`config.mk`:
```
export PLATFORM = sky130hd
export DESIGN_NAME = sdm_core
export DESIGN_NICKNAME = d
export VERILOG_FILES = /design/src/hdl/sdm_pkg.sv /design/src/hdl/sdm_core.sv
export SDC_FILE = /design/constraint.sdc
export NUM_CORES = 1
export LEC_CHECK = 0
export BUFFER_PORTS_ARGS = -buffer_cell sky130_fd_sc_hd__buf_4
export CAP_MARGIN = 20
export CORE_ASPECT_RATIO = 1.4
export CORE_MARGIN = 10
export CORE_UTILIZATION = 30
export CTS_BUF_LIST = sky130_fd_sc_hd__clkbuf_4
export DETAILED_ROUTE_END_ITERATION = 10
export GPL_ROUTABILITY_DRIVEN = 0
export PLACE_DENSITY = 0.47
export SYNTH_ARGS = -nofsm -noshare
export SYNTH_HDL_FRONTEND = slang
export SYNTH_SLANG_ARGS = --single-unit
```
`constraint.sdc`:
```
create_clock -name clk -period 6.1 [get_ports clk]
set_clock_uncertainty 0.15 [all_clocks]
set_input_delay 0.915 -clock clk [delete_from_list [all_inputs] [get_ports clk]]
set_output_delay 0.915 -clock clk [all_outputs]
set_load 0.005 [all_outputs]
```
`src/hdl/sdm_pkg.sv`:
```
// sdm_pkg: constants and carrier types for the serial data path and fault logic
// assumes a byte-wide register port and one 200 MHz clock
package sdm_pkg;

	// register byte addresses
	localparam logic [7:0] ADDR_DATA_IO  = 8'h21;
	localparam logic [7:0] ADDR_CONTROL  = 8'h22;
	localparam logic [7:0] ADDR_STATUS   = 8'h23;
	localparam logic [7:0] ADDR_EVT_STAT = 8'h24;
	localparam logic [7:0] ADDR_EVT_MASK = 8'h25;

	// control register fields
	localparam int CTL_IRQ_EN   = 7;
	localparam int CTL_PIN_OE   = 6;
	localparam int CTL_DIV_SEL  = 5;
	localparam int CTL_MASTER   = 4;
	localparam int CTL_CPOL     = 3;
	localparam int CTL_CPHA     = 2;
	localparam int CTL_RATE_HI  = 1;
	localparam int CTL_RATE_LO  = 0;
	localparam logic [3:0] CTL_UPPER_RST = 4'h0;

	// status register fields
	localparam int STS_DONE      = 7;
	localparam int STS_COLLISION = 6;
	localparam int STS_FAULT     = 4;
	localparam logic [3:0] STS_UNUSED_VAL = 4'h0;

	// event register fields
	localparam int EVT_DONE      = 0;
	localparam int EVT_FAULT     = 1;
	localparam int EVT_COLLISION = 2;
	localparam int EVT_W         = 3;
	localparam logic [EVT_W-1:0] EVT_RST = 3'h0;

	// serial clock half periods in clk cycles, minus one
	localparam logic [5:0] HALF_DIV4   = 6'h01;
	localparam logic [5:0] HALF_DIV8   = 6'h03;
	localparam logic [5:0] HALF_DIV16  = 6'h07;
	localparam logic [5:0] HALF_DIV32  = 6'h0f;
	localparam logic [5:0] HALF_DIV64  = 6'h1f;
	localparam logic [5:0] HALF_DIV128 = 6'h3f;

	// one byte is sixteen serial clock edges
	localparam logic [4:0] EDGE_LAST = 5'h0f;
	localparam int SYNC_W = 4;

	// register port request
	typedef struct packed {
		logic [7:0] addr;
		logic [7:0] wdata;
		logic       wr;
		logic       rd;
	} sdm_req_t;

	// serial pins, input direction only
	typedef struct packed {
		logic sck;
		logic mosi;
		logic miso;
		logic sel_n;
	} sdm_pin_in_t;

endpackage

```
`src/hdl/sdm_core.sv`:
```
// sdm_core: byte shifter, data buffer, mode fault and flag logic of a serial port
// assumes register strobes come from logic on clk; pins arrive unsynchronised
//
// The plain strobed port was chosen for this implementation.
`timescale 1ns/1ps

// Operation
// - serial select low while master sets the fault flag, status bit 4.
// - fault flag with interrupt enable set raises the interrupt request.
// - fault flag clears only after status read with flag set, then control write.
// - master starts shifting a byte only on a data register write.
// - last cycle of a transfer copies shift register to buffer, sets done flag.
// - data register reads return the receive buffer, not the shifter.
// - data register writes load the shifter directly, no transmit buffer.
// - reset clears control bits 7 to 4; bits 3 to 0 stay undefined.
// - a mode fault also clears pin enable and master select.
// - data register writes are ignored while the done flag is set, unless a status read armed its clear.
// - data register write during a transfer sets the collision flag.
module sdm_core (
	input  wire logic                clk,
	input  wire logic                sys_rst,
	input  wire sdm_pkg::sdm_req_t   req,
	output logic [7:0]               rdata,
	output logic                     irq,
	input  wire sdm_pkg::sdm_pin_in_t pin_in,
	output logic                     sck_o,
	output logic                     sck_oe,
	output logic                     mosi_o,
	output logic                     mosi_oe,
	output logic                     miso_o,
	output logic                     miso_oe
);

	// serial half period from the rate bits
	function automatic logic [5:0] half_term(input logic [2:0] sel);
		case (sel)
			3'h4:    half_term = sdm_pkg::HALF_DIV4;
			3'h0:    half_term = sdm_pkg::HALF_DIV8;
			3'h1:    half_term = sdm_pkg::HALF_DIV16;
			3'h6:    half_term = sdm_pkg::HALF_DIV32;
			3'h2:    half_term = sdm_pkg::HALF_DIV64;
			3'h3:    half_term = sdm_pkg::HALF_DIV128;
			default: half_term = sdm_pkg::HALF_DIV128;
		endcase
	endfunction

	logic [sdm_pkg::SYNC_W-1:0] meta_q;
	logic [sdm_pkg::SYNC_W-1:0] sync_q;
	logic [3:0]                 ctl_hi_q;
	logic [3:0]                 ctl_lo_q;
	logic                       done_q;
	logic                       coll_q;
	logic                       fault_q;
	logic                       done_armed_q;
	logic                       fault_armed_q;
	logic [sdm_pkg::EVT_W-1:0]  evt_q;
	logic [sdm_pkg::EVT_W-1:0]  mask_q;
	logic [7:0]                 shift_q;
	logic [7:0]                 rxbuf_q;
	logic                       rxbit_q;
	logic                       run_q;
	logic [5:0]                 div_q;
	logic [4:0]                 edge_q;
	logic                       sck_q;
	logic                       sck_prev_q;
	logic [7:0]                 rdata_q;
	logic                       irq_q;
	logic                       sck_oe_q;
	logic                       mosi_oe_q;
	logic                       miso_oe_q;

	logic sck_s;
	logic din_s;
	logic rx_bit;
	logic sel_n_s;
	logic is_master;
	logic pin_en;
	logic cpol;
	logic wr_data;
	logic rd_data;
	logic wr_ctl;
	logic rd_stat;
	logic busy;
	logic data_ok;
	logic start;
	logic m_tick;
	logic s_edge;
	logic ev_edge;
	logic ev_lead;
	logic ev_trail;
	logic ev_last;
	logic fault_ev;
	logic coll_ev;
	logic done_clr;
	logic fault_clr;

	// two-stage synchroniser on every pin input
	genvar gi;
	generate
		for (gi = 0; gi < sdm_pkg::SYNC_W; gi++) begin : g_sync
			always_ff @(posedge clk or posedge sys_rst) begin
				// select resets to its idle high level, so no false fault follows reset
				if (sys_rst) begin
					meta_q[gi] <= (gi == 0) ? 1'b1 : 1'b0;
					sync_q[gi] <= (gi == 0) ? 1'b1 : 1'b0;
				end else begin
					meta_q[gi] <= pin_in[gi];
					sync_q[gi] <= meta_q[gi];
				end
			end
		end
	endgenerate

	// synchronised pins; sel_n reads low only after a real low level
	assign sck_s     = sync_q[3];
	assign din_s     = is_master ? sync_q[1] : sync_q[2];
	assign sel_n_s   = sync_q[0];
	assign is_master = ctl_hi_q[sdm_pkg::CTL_MASTER - 4];
	assign pin_en    = ctl_hi_q[sdm_pkg::CTL_PIN_OE - 4];
	assign cpol      = ctl_lo_q[sdm_pkg::CTL_CPOL];
	// master takes its input at the trailing edge: sync delay eats a /4 half period
	assign rx_bit    = is_master ? din_s : rxbit_q;

	// register port decode
	assign wr_data = req.wr && (req.addr == sdm_pkg::ADDR_DATA_IO);
	assign rd_data = req.rd && (req.addr == sdm_pkg::ADDR_DATA_IO);
	assign wr_ctl  = req.wr && (req.addr == sdm_pkg::ADDR_CONTROL);
	assign rd_stat = req.rd && (req.addr == sdm_pkg::ADDR_STATUS);

	// a slave is busy from its first edge until the byte ends
	assign busy     = run_q || (edge_q != 5'h00);
	// the clearing access itself is accepted, a plain write under done is not
	assign data_ok  = !done_q || done_armed_q;
	assign coll_ev  = wr_data && busy;
	assign start    = wr_data && data_ok && !busy && is_master && pin_en;
	assign fault_ev = is_master && !sel_n_s;

	// serial clock events: master divider or sampled slave clock
	assign m_tick   = run_q && (div_q == half_term({ctl_hi_q[1], ctl_lo_q[1:0]}));
	assign s_edge   = !is_master && pin_en && !sel_n_s && (sck_s != sck_prev_q);
	assign ev_edge  = m_tick || s_edge;
	assign ev_lead  = ev_edge && !edge_q[0];
	assign ev_trail = ev_edge && edge_q[0];
	assign ev_last  = ev_trail && (edge_q == sdm_pkg::EDGE_LAST);

	// clear sequences complete on the second access
	assign done_clr  = done_armed_q && (rd_data || wr_data);
	assign fault_clr = fault_armed_q && wr_ctl;

	// control register: upper half reset, lower half left undefined
	always_ff @(posedge clk or posedge sys_rst) begin
		if (sys_rst) begin
			ctl_hi_q <= sdm_pkg::CTL_UPPER_RST;
		end else if (fault_ev) begin
			// fault drops pin drive and falls back to slave, outranking writes
			ctl_hi_q[sdm_pkg::CTL_PIN_OE - 4] <= 1'b0;
			ctl_hi_q[sdm_pkg::CTL_MASTER - 4] <= 1'b0;
			if (wr_ctl) begin
				ctl_hi_q[sdm_pkg::CTL_IRQ_EN - 4]  <= req.wdata[sdm_pkg::CTL_IRQ_EN];
				ctl_hi_q[sdm_pkg::CTL_DIV_SEL - 4] <= req.wdata[sdm_pkg::CTL_DIV_SEL];
			end
		end else if (wr_ctl) begin
			ctl_hi_q <= req.wdata[7:4];
		end
	end

	// lower control bits carry no reset on purpose
	always_ff @(posedge clk) begin
		if (wr_ctl) begin
			ctl_lo_q <= req.wdata[3:0];
		end
	end

	// mode fault flag and its clear sequence; a new fault beats the clear
	always_ff @(posedge clk or posedge sys_rst) begin
		if (sys_rst) begin
			fault_q       <= 1'b0;
			fault_armed_q <= 1'b0;
		end else begin
			if (fault_ev) begin
				fault_q <= 1'b1;
			end else if (fault_clr) begin
				fault_q <= 1'b0;
			end
			if (fault_clr || fault_ev) begin
				fault_armed_q <= 1'b0;
			end else if (rd_stat && fault_q) begin
				fault_armed_q <= 1'b1;
			end
		end
	end

	// done and collision flags, cleared by status read then data access
	always_ff @(posedge clk or posedge sys_rst) begin
		if (sys_rst) begin
			done_q       <= 1'b0;
			coll_q       <= 1'b0;
			done_armed_q <= 1'b0;
		end else begin
			if (ev_last) begin
				done_q <= 1'b1;
			end else if (done_clr) begin
				done_q <= 1'b0;
			end
			if (coll_ev) begin
				coll_q <= 1'b1;
			end else if (done_clr) begin
				coll_q <= 1'b0;
			end
			if (done_clr || ev_last || coll_ev) begin
				done_armed_q <= 1'b0;
			end else if (rd_stat && (done_q || coll_q)) begin
				done_armed_q <= 1'b1;
			end
		end
	end

	// sticky events, write one to clear; set wins over a same-cycle clear
	always_ff @(posedge clk or posedge sys_rst) begin
		if (sys_rst) begin
			evt_q  <= sdm_pkg::EVT_RST;
			mask_q <= sdm_pkg::EVT_RST;
		end else begin
			if (req.wr && (req.addr == sdm_pkg::ADDR_EVT_MASK)) begin
				mask_q <= req.wdata[sdm_pkg::EVT_W-1:0];
			end
			evt_q <= (evt_q & ~((req.wr && (req.addr == sdm_pkg::ADDR_EVT_STAT))
				? req.wdata[sdm_pkg::EVT_W-1:0] : sdm_pkg::EVT_RST))
				| {coll_ev, fault_ev, ev_last};
		end
	end

	// interrupt level: documented flag path or the masked event path
	always_ff @(posedge clk or posedge sys_rst) begin
		if (sys_rst) begin
			irq_q <= 1'b0;
		end else begin
			irq_q <= (ctl_hi_q[sdm_pkg::CTL_IRQ_EN - 4] && (fault_q || done_q))
				|| (|(evt_q & mask_q));
		end
	end

	// master sequencer: divider, edge count and serial clock level
	always_ff @(posedge clk or posedge sys_rst) begin
		if (sys_rst) begin
			run_q  <= 1'b0;
			div_q  <= 6'h00;
			edge_q <= 5'h00;
			sck_q  <= 1'b0;
		end else if (fault_ev || (!is_master && sel_n_s)) begin
			// fault aborts the master; a deselected slave restarts its count
			run_q  <= 1'b0;
			div_q  <= 6'h00;
			edge_q <= 5'h00;
			sck_q  <= cpol;
		end else if (start) begin
			run_q  <= 1'b1;
			div_q  <= 6'h00;
			edge_q <= 5'h00;
			sck_q  <= cpol;
		end else begin
			if (run_q) begin
				div_q <= m_tick ? 6'h00 : div_q + 6'h01;
			end else begin
				sck_q <= cpol;
			end
			if (m_tick) begin
				sck_q <= !sck_q;
			end
			if (ev_last) begin
				run_q  <= 1'b0;
				edge_q <= 5'h00;
			end else if (ev_edge) begin
				edge_q <= edge_q + 5'h01;
			end
		end
	end

	// previous slave clock level for edge finding
	always_ff @(posedge clk or posedge sys_rst) begin
		if (sys_rst) begin
			sck_prev_q <= 1'b0;
		end else begin
			sck_prev_q <= sck_s;
		end
	end

	// shifter: slave samples on leading edge, both shift on trailing edge
	always_ff @(posedge clk) begin
		if (wr_data && data_ok && !busy) begin
			shift_q <= req.wdata;
		end else if (ev_trail) begin
			shift_q <= {shift_q[6:0], rx_bit};
		end
		if (ev_lead) begin
			rxbit_q <= din_s;
		end
	end

	// receive buffer loads in the same cycle the done flag sets
	always_ff @(posedge clk) begin
		if (ev_last) begin
			rxbuf_q <= {shift_q[6:0], rx_bit};
		end
	end

	// read data, valid the cycle after the strobe; unmapped reads zero
	always_ff @(posedge clk or posedge sys_rst) begin
		if (sys_rst) begin
			rdata_q <= 8'h00;
		end else if (req.rd) begin
			case (req.addr)
				sdm_pkg::ADDR_DATA_IO:  rdata_q <= rxbuf_q;
				sdm_pkg::ADDR_CONTROL:  rdata_q <= {ctl_hi_q, ctl_lo_q};
				sdm_pkg::ADDR_STATUS:   rdata_q <= {done_q, coll_q, 1'b0, fault_q,
					sdm_pkg::STS_UNUSED_VAL};
				sdm_pkg::ADDR_EVT_STAT: rdata_q <= {5'h00, evt_q};
				sdm_pkg::ADDR_EVT_MASK: rdata_q <= {5'h00, mask_q};
				default:                rdata_q <= 8'h00;
			endcase
		end else begin
			rdata_q <= 8'h00;
		end
	end

	// pin enables follow the registered mode
	always_ff @(posedge clk or posedge sys_rst) begin
		if (sys_rst) begin
			sck_oe_q  <= 1'b0;
			mosi_oe_q <= 1'b0;
			miso_oe_q <= 1'b0;
		end else begin
			sck_oe_q  <= pin_en && is_master && !fault_ev;
			mosi_oe_q <= pin_en && is_master && !fault_ev;
			miso_oe_q <= pin_en && !is_master && !sel_n_s;
		end
	end

	assign rdata   = rdata_q;
	assign irq     = irq_q;
	assign sck_o   = sck_q;
	assign sck_oe  = sck_oe_q;
	assign mosi_o  = shift_q[7];
	assign mosi_oe = mosi_oe_q;
	assign miso_o  = shift_q[7];
	assign miso_oe = miso_oe_q;

endmodule

```
**Word level (Yosys, flattened, before mapping)**

Cells that the tools add are included.

- Add/sub/neg operators: 2
- Reductions and logical operators: 58
- Mux-type cells: 36
- Bitwise logic cells: 4
- Equal/unequal tests: 13

Operators with widths:

| kind | count |
|---|---|
| == test 8 x 6 -> 1 bit (second input constant) | 5 |
| case mux 8 bit (5 select lines) | 1 |
| case mux 6 bit (5 select lines) | 1 |
| logical AND 1 bit | 27 |
| two-way mux 6 bit | 4 |
| two-way mux 8 bit | 3 |
| two-way mux 1 bit | 20 |
| two-way mux 5 bit | 4 |
| nonzero test 2 bit | 7 |
| logical OR 1 bit | 11 |
| two-way mux 4 bit | 2 |
| logical NOT 1 bit | 7 |
| adder 6 x 1 -> 6 bit (second input constant) | 1 |
| AND 3 bit | 2 |
| == test 3 bit (second input constant) | 2 |
| == test 6 bit | 1 |
| nonzero test 3 bit | 2 |
| adder 5 x 1 -> 5 bit (second input constant) | 1 |
| == test 5 x 4 -> 1 bit (second input constant) | 1 |
| nonzero test 5 bit | 1 |
| != test 4 x 1 -> 1 bit (second input constant) | 1 |
| nonzero test 4 bit | 1 |
| == test 3 x 1 -> 1 bit (second input constant) | 1 |
| == test 3 x 2 -> 1 bit (second input constant) | 1 |
| other kinds (6) | 6 |

- Output and inout port bits: 15
- Word-level logic and storage cells: 143
- Bits of input ports: 24
- Register bits after elaboration: 69

**Logic depth before layout (Yosys ltp)**

Gate-level depths: netlist of run 1.

- Depth after elaboration: 10
- Gate-level depth with buffers: 7

**Least setup slack after synthesis of run 1**

No wires, ideal clock.

- Path kind: input-to-reg
- From: input port req[14] (netlist bit)
- To: register ctl_hi_q[1]
- Arrival time: 2.594 ns
- Cell stages on the path: 5
- Buffers on the path: 0
- Data required time: 5.825 ns
- Path slack: 3.231 ns
- Library setup time: 0.125 ns
- Cells stage by stage: or4b_1 nor4b_2 nand2_1 inv_1 mux2_2

- Cells in the longest elaborated chain, start to end: 2

Ends and longest elaborated chain:

| item | RTL line | source |
|---|---|---|
| from (decl) | sdm_core.sv:22 | `input wire sdm_pkg::sdm_req_t req,` |
| == test 8 x 6 -> 1 bit | sdm_core.sv:127 | `assign wr_ctl = req.wr && (req.addr == sdm_pkg::ADDR_CONTROL);` |
| logical AND 1 bit | sdm_core.sv:127 |  |
| named net wr_ctl | sdm_core.sv:81 | `logic wr_ctl;` |
| to (signal assigned) | sdm_core.sv:153 | `ctl_hi_q <= sdm_pkg::CTL_UPPER_RST;` |
| to (signal, indexed assignment) | sdm_core.sv:159 | `ctl_hi_q[sdm_pkg::CTL_IRQ_EN - 4] <= req.wdata[sdm_pkg::CTL_IRQ_EN];` |
| to (signal, indexed assignment) | sdm_core.sv:160 | `ctl_hi_q[sdm_pkg::CTL_DIV_SEL - 4] <= req.wdata[sdm_pkg::CTL_DIV_SEL];` |
| to (decl) | sdm_core.sv:49 | `logic [3:0] ctl_hi_q;` |

The timed path passes the listed nets, and every way through them passes these cells.
A chain may end at the register's enable or synchronous reset.

**Final worst setup path of run 1**

- From: register ctl_lo_q[0]
- To: register rxbuf_q[7], enable pin

- Cells in the longest elaborated chain, start to end: 7
- Elaborated cells between the ends (all ways): 11
- Those cells by class: eq/ne (5); mux (1); reduce/logical (5)

Ends and longest elaborated chain:

| item | RTL line | source |
|---|---|---|
| from (decl) | sdm_core.sv:50 | `logic [3:0] ctl_lo_q;` |
| from (signal assigned) | sdm_core.sv:170 | `ctl_lo_q <= req.wdata[3:0];` |
| == test 3 x 2 -> 1 bit, or another cell as far along | sdm_core.sv:36 | `case (sel)` |
| case mux 6 bit (5 select lines) * | sdm_core.sv:36 |  |
| == test 6 bit * | sdm_core.sv:139 | `assign m_tick = run_q && (div_q == half_term({ctl_hi_q[1], ctl_lo_q[1:0]}));` |
| logical AND 1 bit * | sdm_core.sv:139 |  |
| logical OR 1 bit * | sdm_core.sv:141 | `assign ev_edge = m_tick \|\| s_edge;` |
| logical AND 1 bit * | sdm_core.sv:143 | `assign ev_trail = ev_edge && edge_q[0];` |
| logical AND 1 bit * | sdm_core.sv:144 | `assign ev_last = ev_trail && (edge_q == sdm_pkg::EDGE_LAST);` |
| named net ev_last | sdm_core.sv:91 | `logic ev_last;` |
| to (signal assigned) | sdm_core.sv:303 | `rxbuf_q <= {shift_q[6:0], rx_bit};` |
| to (decl) | sdm_core.sv:59 | `logic [7:0] rxbuf_q;` |

Mark *: on every way through the listed nets, which the timed path passes. The rest lies on a longest branch.

==> results of run 1 <==
layout make-up:
type / count / area [um2] / share of cell area (%)
Clock inverter: 7 / 90.1 / 2.38
Antenna cell: 1 / 2.50 / 0.0661
Tap cell: 138 / 173 / 4.56
Timing Repair Buffer: 40 / 313 / 8.26
Inverter: 12 / 45.0 / 1.19
Sequential cell: 69 / 1830 / 48.4
Multi-Input combinational cell: 175 / 1260 / 33.3
Clock buffer: 9 / 67.6 / 1.78
through the flow:
step | hold WS (ns) | setup WS (ns) | power (mW)
final | 0.211 | 3.03 | 0.886
after global routing | 0.226 | 2.88 | 0.931
after CTS | 0.218 | 2.95 | 0.901
after detailed placement | 0.192 | 2.85 | 0.566
after global placement | 0.187 | 2.92 | 0.565
after floorplan | 0.181 | 3.23 | 0.537
Yosys cell counts, drive strengths merged (5+ instances only):
master	number	area (um2)
dfrtp	46	1150
nand2	26	97.6
edfxtp	21	631
mux2	19	214
a21oi	16	98.9
nor2	13	48.8
inv	12	45.0
o21ai	8	40.0
nor3	7	35.0
a22oi	5	37.5
clkbuf	5	18.8
nand3	5	25.0
where the power goes:
group / switching, mW / leakage (nW) / internal (mW)
clock network: 0.165 / 0.0833 / 0.164
logic: 0.0299 / 0.652 / 0.0280
registers: 0.0112 / 0.825 / 0.488
registers in the layout, summed over array words and instances (netlist names), 2 cells and up:
signal    count
sync_q        2
edge_q        5
ctl_lo_q      4
shift_q       8
rdata         8
evt_q         3
div_q         6
ctl_hi_q      4
meta_q        4
rxbuf_q       8
mask_q        3
worst max-delay path by stage:
| stage | startpoint | to | slack, ns | cells after the start |
|---|---|---|---|---|
| floorplan | req[14] | ctl_hi_q[1] | 3.23 | 5 |
| global placement | req[14] | ctl_hi_q[3] | 2.92 | 6 |
| detailed placement | req[14] | ctl_hi_q[3] | 2.85 | 6 |
| CTS | ctl_lo_q[0] | rxbuf_q[5] | 2.95 | 4 |
| global route | ctl_lo_q[0] | rxbuf_q[5] | 2.88 | 4 |
| finish | ctl_lo_q[0] | rxbuf_q[7] | 3.03 | 4 |
metal layers:
| metal | GRT usage [%] | part of all wire, % | vias to the layer above |
|---|---|---|---|
| met4 | 4.86 | 1.6 | 0 |
| met1 | 13.8 | 45 | 1118 |
| met5 | 0 | 0 | - |
| li1 | - | - | 1077 |
| met3 | 2.99 | 4.7 | 7 |
| met2 | 17.0 | 49 | 45 |
worst max-delay path: stages (launching register included):
cell and delay [ns]:
edfxtp_1 0.55, or4b_4 0.60, a21oi_4 0.22, o311ai_4 0.19
a2111oi_4 0.97
placed cells by master, fill, tap and decap left out, types with 7 or more instances in the layout:
cell type / instances
inv_1: 11
o21ai_0: 8
nor3_1: 7
clkbuf_4: 10
dfrtp_1: 46
edfxtp_1: 21
nor2_1: 13
buf_4: 38
nand2_1: 26
a21oi_1: 13
mux2_2: 19
cells by family after synthesis:
family,share of synthesized area (%)
xor gates and xnor gates,1.65
AOI/OAI and AO/OA,14.1
and+or+nand+nor,15.2
DFF,57.5
adders and majority gates,1.57
buffers and inverters,2.98
muxes,7.02
==> impl_metrics.xml, run 1 <==
<?xml version="1.0" encoding="UTF-8"?>
<metrics>
  <group name="clock_tree">
    <metric name="tritoncts" unit="">built</metric>
    <metric name="postCtsSetupRepairBufs" unit="">0</metric>
    <metric name="cts_resized" unit="">0</metric>
    <metric name="worst_skew_pair.late_latency" unit="ns">0.41</metric>
    <metric name="cts.root.buffer_cell" unit="">clkbuf_4</metric>
    <metric name="clock_sink_total" unit="">69</metric>
    <metric name="ctsLongestPathBuffers" unit="">2</metric>
    <metric name="cts_made_buffers" unit="">9</metric>
    <metric name="post_cts_hold_buffer_count" unit="">0</metric>
    <metric name="path_clk_slew" unit="ns">0.11</metric>
    <metric name="htree_levels" unit="">3</metric>
  </group>
  <group name="global_route">
    <metric name="grt_pass1_wl" unit="um">13000</metric>
    <metric name="via_count_of_the_first_global_routing_pass" unit="">2385</metric>
    <metric name="grt_start_max_net_pins" unit="">49</metric>
    <metric name="grt.total_usage" unit="%">10.9</metric>
    <metric name="grt_antenna_before_repair" unit="">1</metric>
    <metric name="grt-ovfl-total" unit="">0</metric>
  </group>
  <group name="routing">
    <metric name="routed-via-count" unit="">2247</metric>
    <metric name="avgRoutedWirePerCell" unit="um">17.3</metric>
    <metric name="drc" unit="">0</metric>
    <metric name="routed_wl" unit="um">7820</metric>
    <metric name="drt_first_iter_violations" unit="">100</metric>
    <metric name="number_of_routed_nets_with_antenna_violations" unit="">0</metric>
    <metric name="detailed_router_iteration_count_before_antenna_repair" unit="">4</metric>
    <metric name="avgViaCountPerCell" unit="">4.98</metric>
  </group>
  <group name="placement">
    <metric name="dpl.cell_count" unit="">432</metric>
    <metric name="detailedPlacementHpwl" unit="um">5910</metric>
    <metric name="portBuffers" unit="">38</metric>
    <metric name="area_after_dpl" unit="um2">3600</metric>
  </group>
  <group name="run">
    <metric name="drv.max_cap_violation_count" unit="">0</metric>
  </group>
  <group name="worst_hold_path">
    <metric name="critical_hold_path_startpoint" unit="">meta_q[3]</metric>
    <metric name="hold_class" unit="">reg2reg</metric>
    <metric name="cell_depth_of_the_worst_hold_path" unit="">0</metric>
    <metric name="hold_path_end" unit="">sck_s</metric>
  </group>
  <group name="synthesis">
    <metric name="yosys_warnings" unit="">0</metric>
    <metric name="synth_cells" unit="">265</metric>
    <metric name="synth.ff_latch_count" unit="">69</metric>
    <metric name="async_flop_share" unit="%">69.6</metric>
    <metric name="synthesized_area_per_cell" unit="um2">12.0</metric>
    <metric name="synth_fp_nets" unit="">293</metric>
    <metric name="synth_edf_count" unit="">21</metric>
    <metric name="syn-cell-area" unit="um2">3190</metric>
    <metric name="synth.distinct_cells" unit="">57</metric>
    <metric name="ys.flop_type" unit="">dfrtp_1</metric>
    <metric name="synth.yosys.seq_area_share" unit="%">57.5</metric>
  </group>
  <group name="cells_and_area">
    <metric name="final.fill_count" unit="">1053</metric>
    <metric name="post_route_cells_drive_above_1_share" unit="%">27.2</metric>
    <metric name="finish.cell_count_without_fillers" unit="">451</metric>
    <metric name="design.final.nets" unit="">335</metric>
    <metric name="area_of_all_placed_cells_without_fillers" unit="um2">3790</metric>
    <metric name="finalCoreUtilization" unit="%">36.4</metric>
    <metric name="area.growth.synth_to_final" unit="%">18.7</metric>
  </group>
  <group name="setup_path">
    <metric name="timing.rr.end" unit="">rxbuf_q[7]</metric>
    <metric name="crit-reg2reg-launch" unit="">ctl_lo_q[0]</metric>
    <metric name="worst_ep_arrival_time" unit="ns">2.96</metric>
    <metric name="setup.worst_path.end_class" unit="">flip-flop</metric>
    <metric name="reg2reg_setup_slack" unit="ns">3.03</metric>
    <metric name="critical_path.max_fanout" unit="">12</metric>
    <metric name="critical_path_class" unit="">reg2reg</metric>
    <metric name="start_kind" unit="">flip-flop</metric>
    <metric name="worst-r2r-cell-count" unit="">4</metric>
    <metric name="worstPathRequired" unit="ns">5.99</metric>
  </group>
  <group name="sta">
    <metric name="finalHoldViolations" unit="">0</metric>
    <metric name="finalWorstPathRequiredPeriod" unit="ns">3.07</metric>
    <metric name="worst_slew_margin_rel" unit="%">33.8</metric>
    <metric name="fin_setup_tns" unit="ns">0</metric>
    <metric name="final.period_utilization" unit="%">50.3</metric>
    <metric name="report.final.slew_viol_count" unit="">0</metric>
    <metric name="highest_clock_rate" unit="MHz">326</metric>
    <metric name="rsz_0062_raised_after_global_routing" unit="">no</metric>
    <metric name="tightestPinTransition" unit="ns">0.994</metric>
    <metric name="finalSetupViolations" unit="">0</metric>
  </group>
  <group name="die">
    <metric name="die_y" unit="um">142</metric>
    <metric name="placeableCoreArea" unit="um2">10400</metric>
    <metric name="io_pins" unit="">39</metric>
    <metric name="core.rowCount" unit="">44</metric>
    <metric name="initial_core_util" unit="%">30.7</metric>
    <metric name="full_die_area" unit="um2">15200</metric>
    <metric name="die_w" unit="um">107</metric>
  </group>
  <group name="pwr">
    <metric name="vdd_ir_drop_max" unit="V">0.000118</metric>
    <metric name="power_leakage" unit="nW">1.56</metric>
    <metric name="p_per_area" unit="nW/um2">234</metric>
  </group>
  <group name="outcome">
    <metric name="outcome" unit="">finished clean</metric>
  </group>
</metrics>
(Power assumes the default switching activity.)
==> run 2, diff against run 1 <==
Clock period 6.1 ns to 3.15 ns, I/O delays scaled along.
==> run 2 against run 1 <==
Against the previous run:
- combinational power grew 110%
- maximum frequency increased by 19%
- sequential cell count unchanged
- final area rose by 2.3%
- clock power rose by 93%
- largest power group unchanged
==> impl_metrics.xml, run 2 (same netlist as run 1, synthesis figures left out) <==
<?xml version="1.0" encoding="UTF-8"?>
<metrics>
  <group name="routing">
    <metric name="avgRoutedWirePerCell" unit="um">17.0</metric>
    <metric name="avgViaCountPerCell" unit="">5.01</metric>
    <metric name="drt_first_iter_violations" unit="">103</metric>
    <metric name="routed_wl" unit="um">7860</metric>
    <metric name="detailed_router_iteration_count_before_antenna_repair" unit="">4</metric>
    <metric name="number_of_routed_nets_with_antenna_violations" unit="">0</metric>
    <metric name="routed-via-count" unit="">2318</metric>
    <metric name="drc" unit="">0</metric>
  </group>
  <group name="sta">
    <metric name="report.final.slew_viol_count" unit="">0</metric>
    <metric name="finalHoldViolations" unit="">0</metric>
    <metric name="tightestPinTransition" unit="ns">0.730</metric>
    <metric name="final_critical_path_setup_slack" unit="ns">0.563</metric>
    <metric name="highest_clock_rate" unit="MHz">387</metric>
    <metric name="worst_slew_margin_rel" unit="%">50.9</metric>
    <metric name="finalWorstPathRequiredPeriod" unit="ns">2.59</metric>
    <metric name="fin_setup_tns" unit="ns">0</metric>
    <metric name="finalSetupViolations" unit="">0</metric>
    <metric name="rsz_0062_raised_after_global_routing" unit="">no</metric>
    <metric name="final.period_utilization" unit="%">82.1</metric>
  </group>
  <group name="clock_tree">
    <metric name="path_clk_slew" unit="ns">0.12</metric>
    <metric name="cts_made_buffers" unit="">9</metric>
    <metric name="ctsLongestPathBuffers" unit="">2</metric>
    <metric name="clock_sink_total" unit="">69</metric>
    <metric name="worst_skew_pair.late_latency" unit="ns">0.43</metric>
    <metric name="htree_levels" unit="">3</metric>
    <metric name="postCtsSetupRepairBufs" unit="">0</metric>
    <metric name="cts_resized" unit="">0</metric>
    <metric name="tritoncts" unit="">built</metric>
    <metric name="cts.root.buffer_cell" unit="">clkbuf_4</metric>
  </group>
  <group name="cells_and_area">
    <metric name="finish.cell_count_without_fillers" unit="">463</metric>
    <metric name="design.final.nets" unit="">347</metric>
    <metric name="post_route_cells_drive_above_1_share" unit="%">28.1</metric>
    <metric name="most_frequent_standard_cell_in_the_layout_excluding_fill_and_tap_cells" unit="">buf_4</metric>
    <metric name="area.growth.synth_to_final" unit="%">21.4</metric>
    <metric name="layout.cells.most_common_list" unit="">buf_4 (47), dfrtp_1 (46), nand2_1 (26)</metric>
  </group>
  <group name="setup_path">
    <metric name="critical-path-max-stage-delay" unit="ns">0.59</metric>
    <metric name="setup.worst_path.end" unit="">rxbuf_q[7]</metric>
    <metric name="worst_setup_path_start" unit="">ctl_lo_q[0]</metric>
    <metric name="critical_path_class" unit="">reg2reg</metric>
    <metric name="timing.critical_path.cells" unit="">or4b_4, a21oi_4, o311ai_4, a2111oi_4, buf_4</metric>
    <metric name="worst-r2r-cell-count" unit="">5</metric>
    <metric name="critical_path.max_fanout" unit="">12</metric>
    <metric name="crit-reg2reg-launch" unit="">ctl_lo_q[0]</metric>
    <metric name="critical-path-slowest-cell" unit="">or4b_4</metric>
    <metric name="reg2reg_setup_slack" unit="ns">0.56</metric>
    <metric name="start_kind" unit="">flip-flop</metric>
    <metric name="timing.rr.end" unit="">rxbuf_q[7]</metric>
    <metric name="worst_ep_arrival_time" unit="ns">2.56</metric>
    <metric name="worstPathRequired" unit="ns">3.12</metric>
    <metric name="setup.worst_path.end_class" unit="">flip-flop</metric>
  </group>
  <group name="global_route">
    <metric name="grt_start_max_net_pins" unit="">25</metric>
    <metric name="grt.total_usage" unit="%">10.9</metric>
    <metric name="via_count_of_the_first_global_routing_pass" unit="">2315</metric>
    <metric name="grt-ovfl-total" unit="">0</metric>
    <metric name="grt_pass1_wl" unit="um">12800</metric>
    <metric name="grt_antenna_before_repair" unit="">1</metric>
  </group>
  <group name="pwr">
    <metric name="p_per_area" unit="nW/um2">444</metric>
    <metric name="power_leakage" unit="nW">1.61</metric>
    <metric name="vdd_ir_drop_max" unit="V">0.000190</metric>
    <metric name="report.power.total" unit="mW">1.72</metric>
  </group>
  <group name="placement">
    <metric name="dpl.cell_count" unit="">441</metric>
    <metric name="detailedPlacementHpwl" unit="um">6050</metric>
    <metric name="portBuffers" unit="">38</metric>
    <metric name="placement.setup.worst_slack" unit="ns">0.478</metric>
  </group>
  <group name="die">
    <metric name="full_die_area" unit="um2">15200</metric>
    <metric name="die_y" unit="um">142</metric>
    <metric name="io_pins" unit="">39</metric>
    <metric name="die_w" unit="um">107</metric>
    <metric name="placeableCoreArea" unit="um2">10400</metric>
    <metric name="core.rowCount" unit="">44</metric>
    <metric name="initial_core_util" unit="%">30.7</metric>
  </group>
  <group name="outcome">
    <metric name="outcome" unit="">finished clean</metric>
  </group>
  <group name="run">
    <metric name="drv.max_cap_violation_count" unit="">0</metric>
  </group>
  <group name="worst_hold_path">
    <metric name="hold_class" unit="">in2reg</metric>
  </group>
</metrics>
==> run 2: how the worst min path moves through the flow <==
stage          startpoint          end  cells after the start
3_3_place_gp    meta_q[1]    sync_q[1]                      0
4_1_cts            req[5]  ctl_lo_q[3]                      1
2_1_floorplan   meta_q[3]        sck_s                      0
6_report           req[5]  ctl_lo_q[3]                      1
3_5_place_dp    meta_q[2]    sync_q[2]                      0
5_1_grt            req[5]  ctl_lo_q[3]                      1
==> run 2: per-layer routing <==
metal | track usage [%] | wire, um
met5 | 0 | 0
met4 | 4.65 | 165
met3 | 3.13 | 424
met2 | 17.6 | 3950
met1 | 13.1 | 3320
==> run 2: stage by stage <==
stage          instance area [um2]  hold slack [ns]  utilization (%)
2_1_floorplan                 3190            0.181                -
3_3_place_gp                  3670            0.183             35.2
3_5_place_dp                  3670            0.186             35.2
4_1_cts                       3870           0.0423             37.2
5_1_grt                       3870           0.0471             37.2
6_report                      3870           0.0752             37.2
==> run 2: cell type report <==
class | count | area [um2]
inverter | 12 | 45.0
sequential | 69 | 1830
clock inverter | 6 | 78.8
clock buffer | 10 | 75.1
fill | 1035 | 6530
multi-input combinational | 175 | 1260
antenna | 1 | 2.50
tap | 138 | 173
timing repair buffer | 52 | 403
==> run 2: critical path: cells and delay by family, from the launching register on <==
kind	cells	cell delay, ns
compound gates	3	0.76
simple gates	1	0.59
flops	1	0.52
buf+inv	1	0.26
==> run 2: where the power goes <==
| group | switching [mW] | internal (mW) |
|---|---|---|
| registers | 0.0207 | 0.945 |
| logic | 0.0600 | 0.0589 |
| clock network | 0.313 | 0.324 |
==> run 2: what timing repair did <==
action                     4_1_cts  5_1_grt
setup endpoints to repair        0        0
hold buffers                     5        0
hold endpoints to repair        24        0
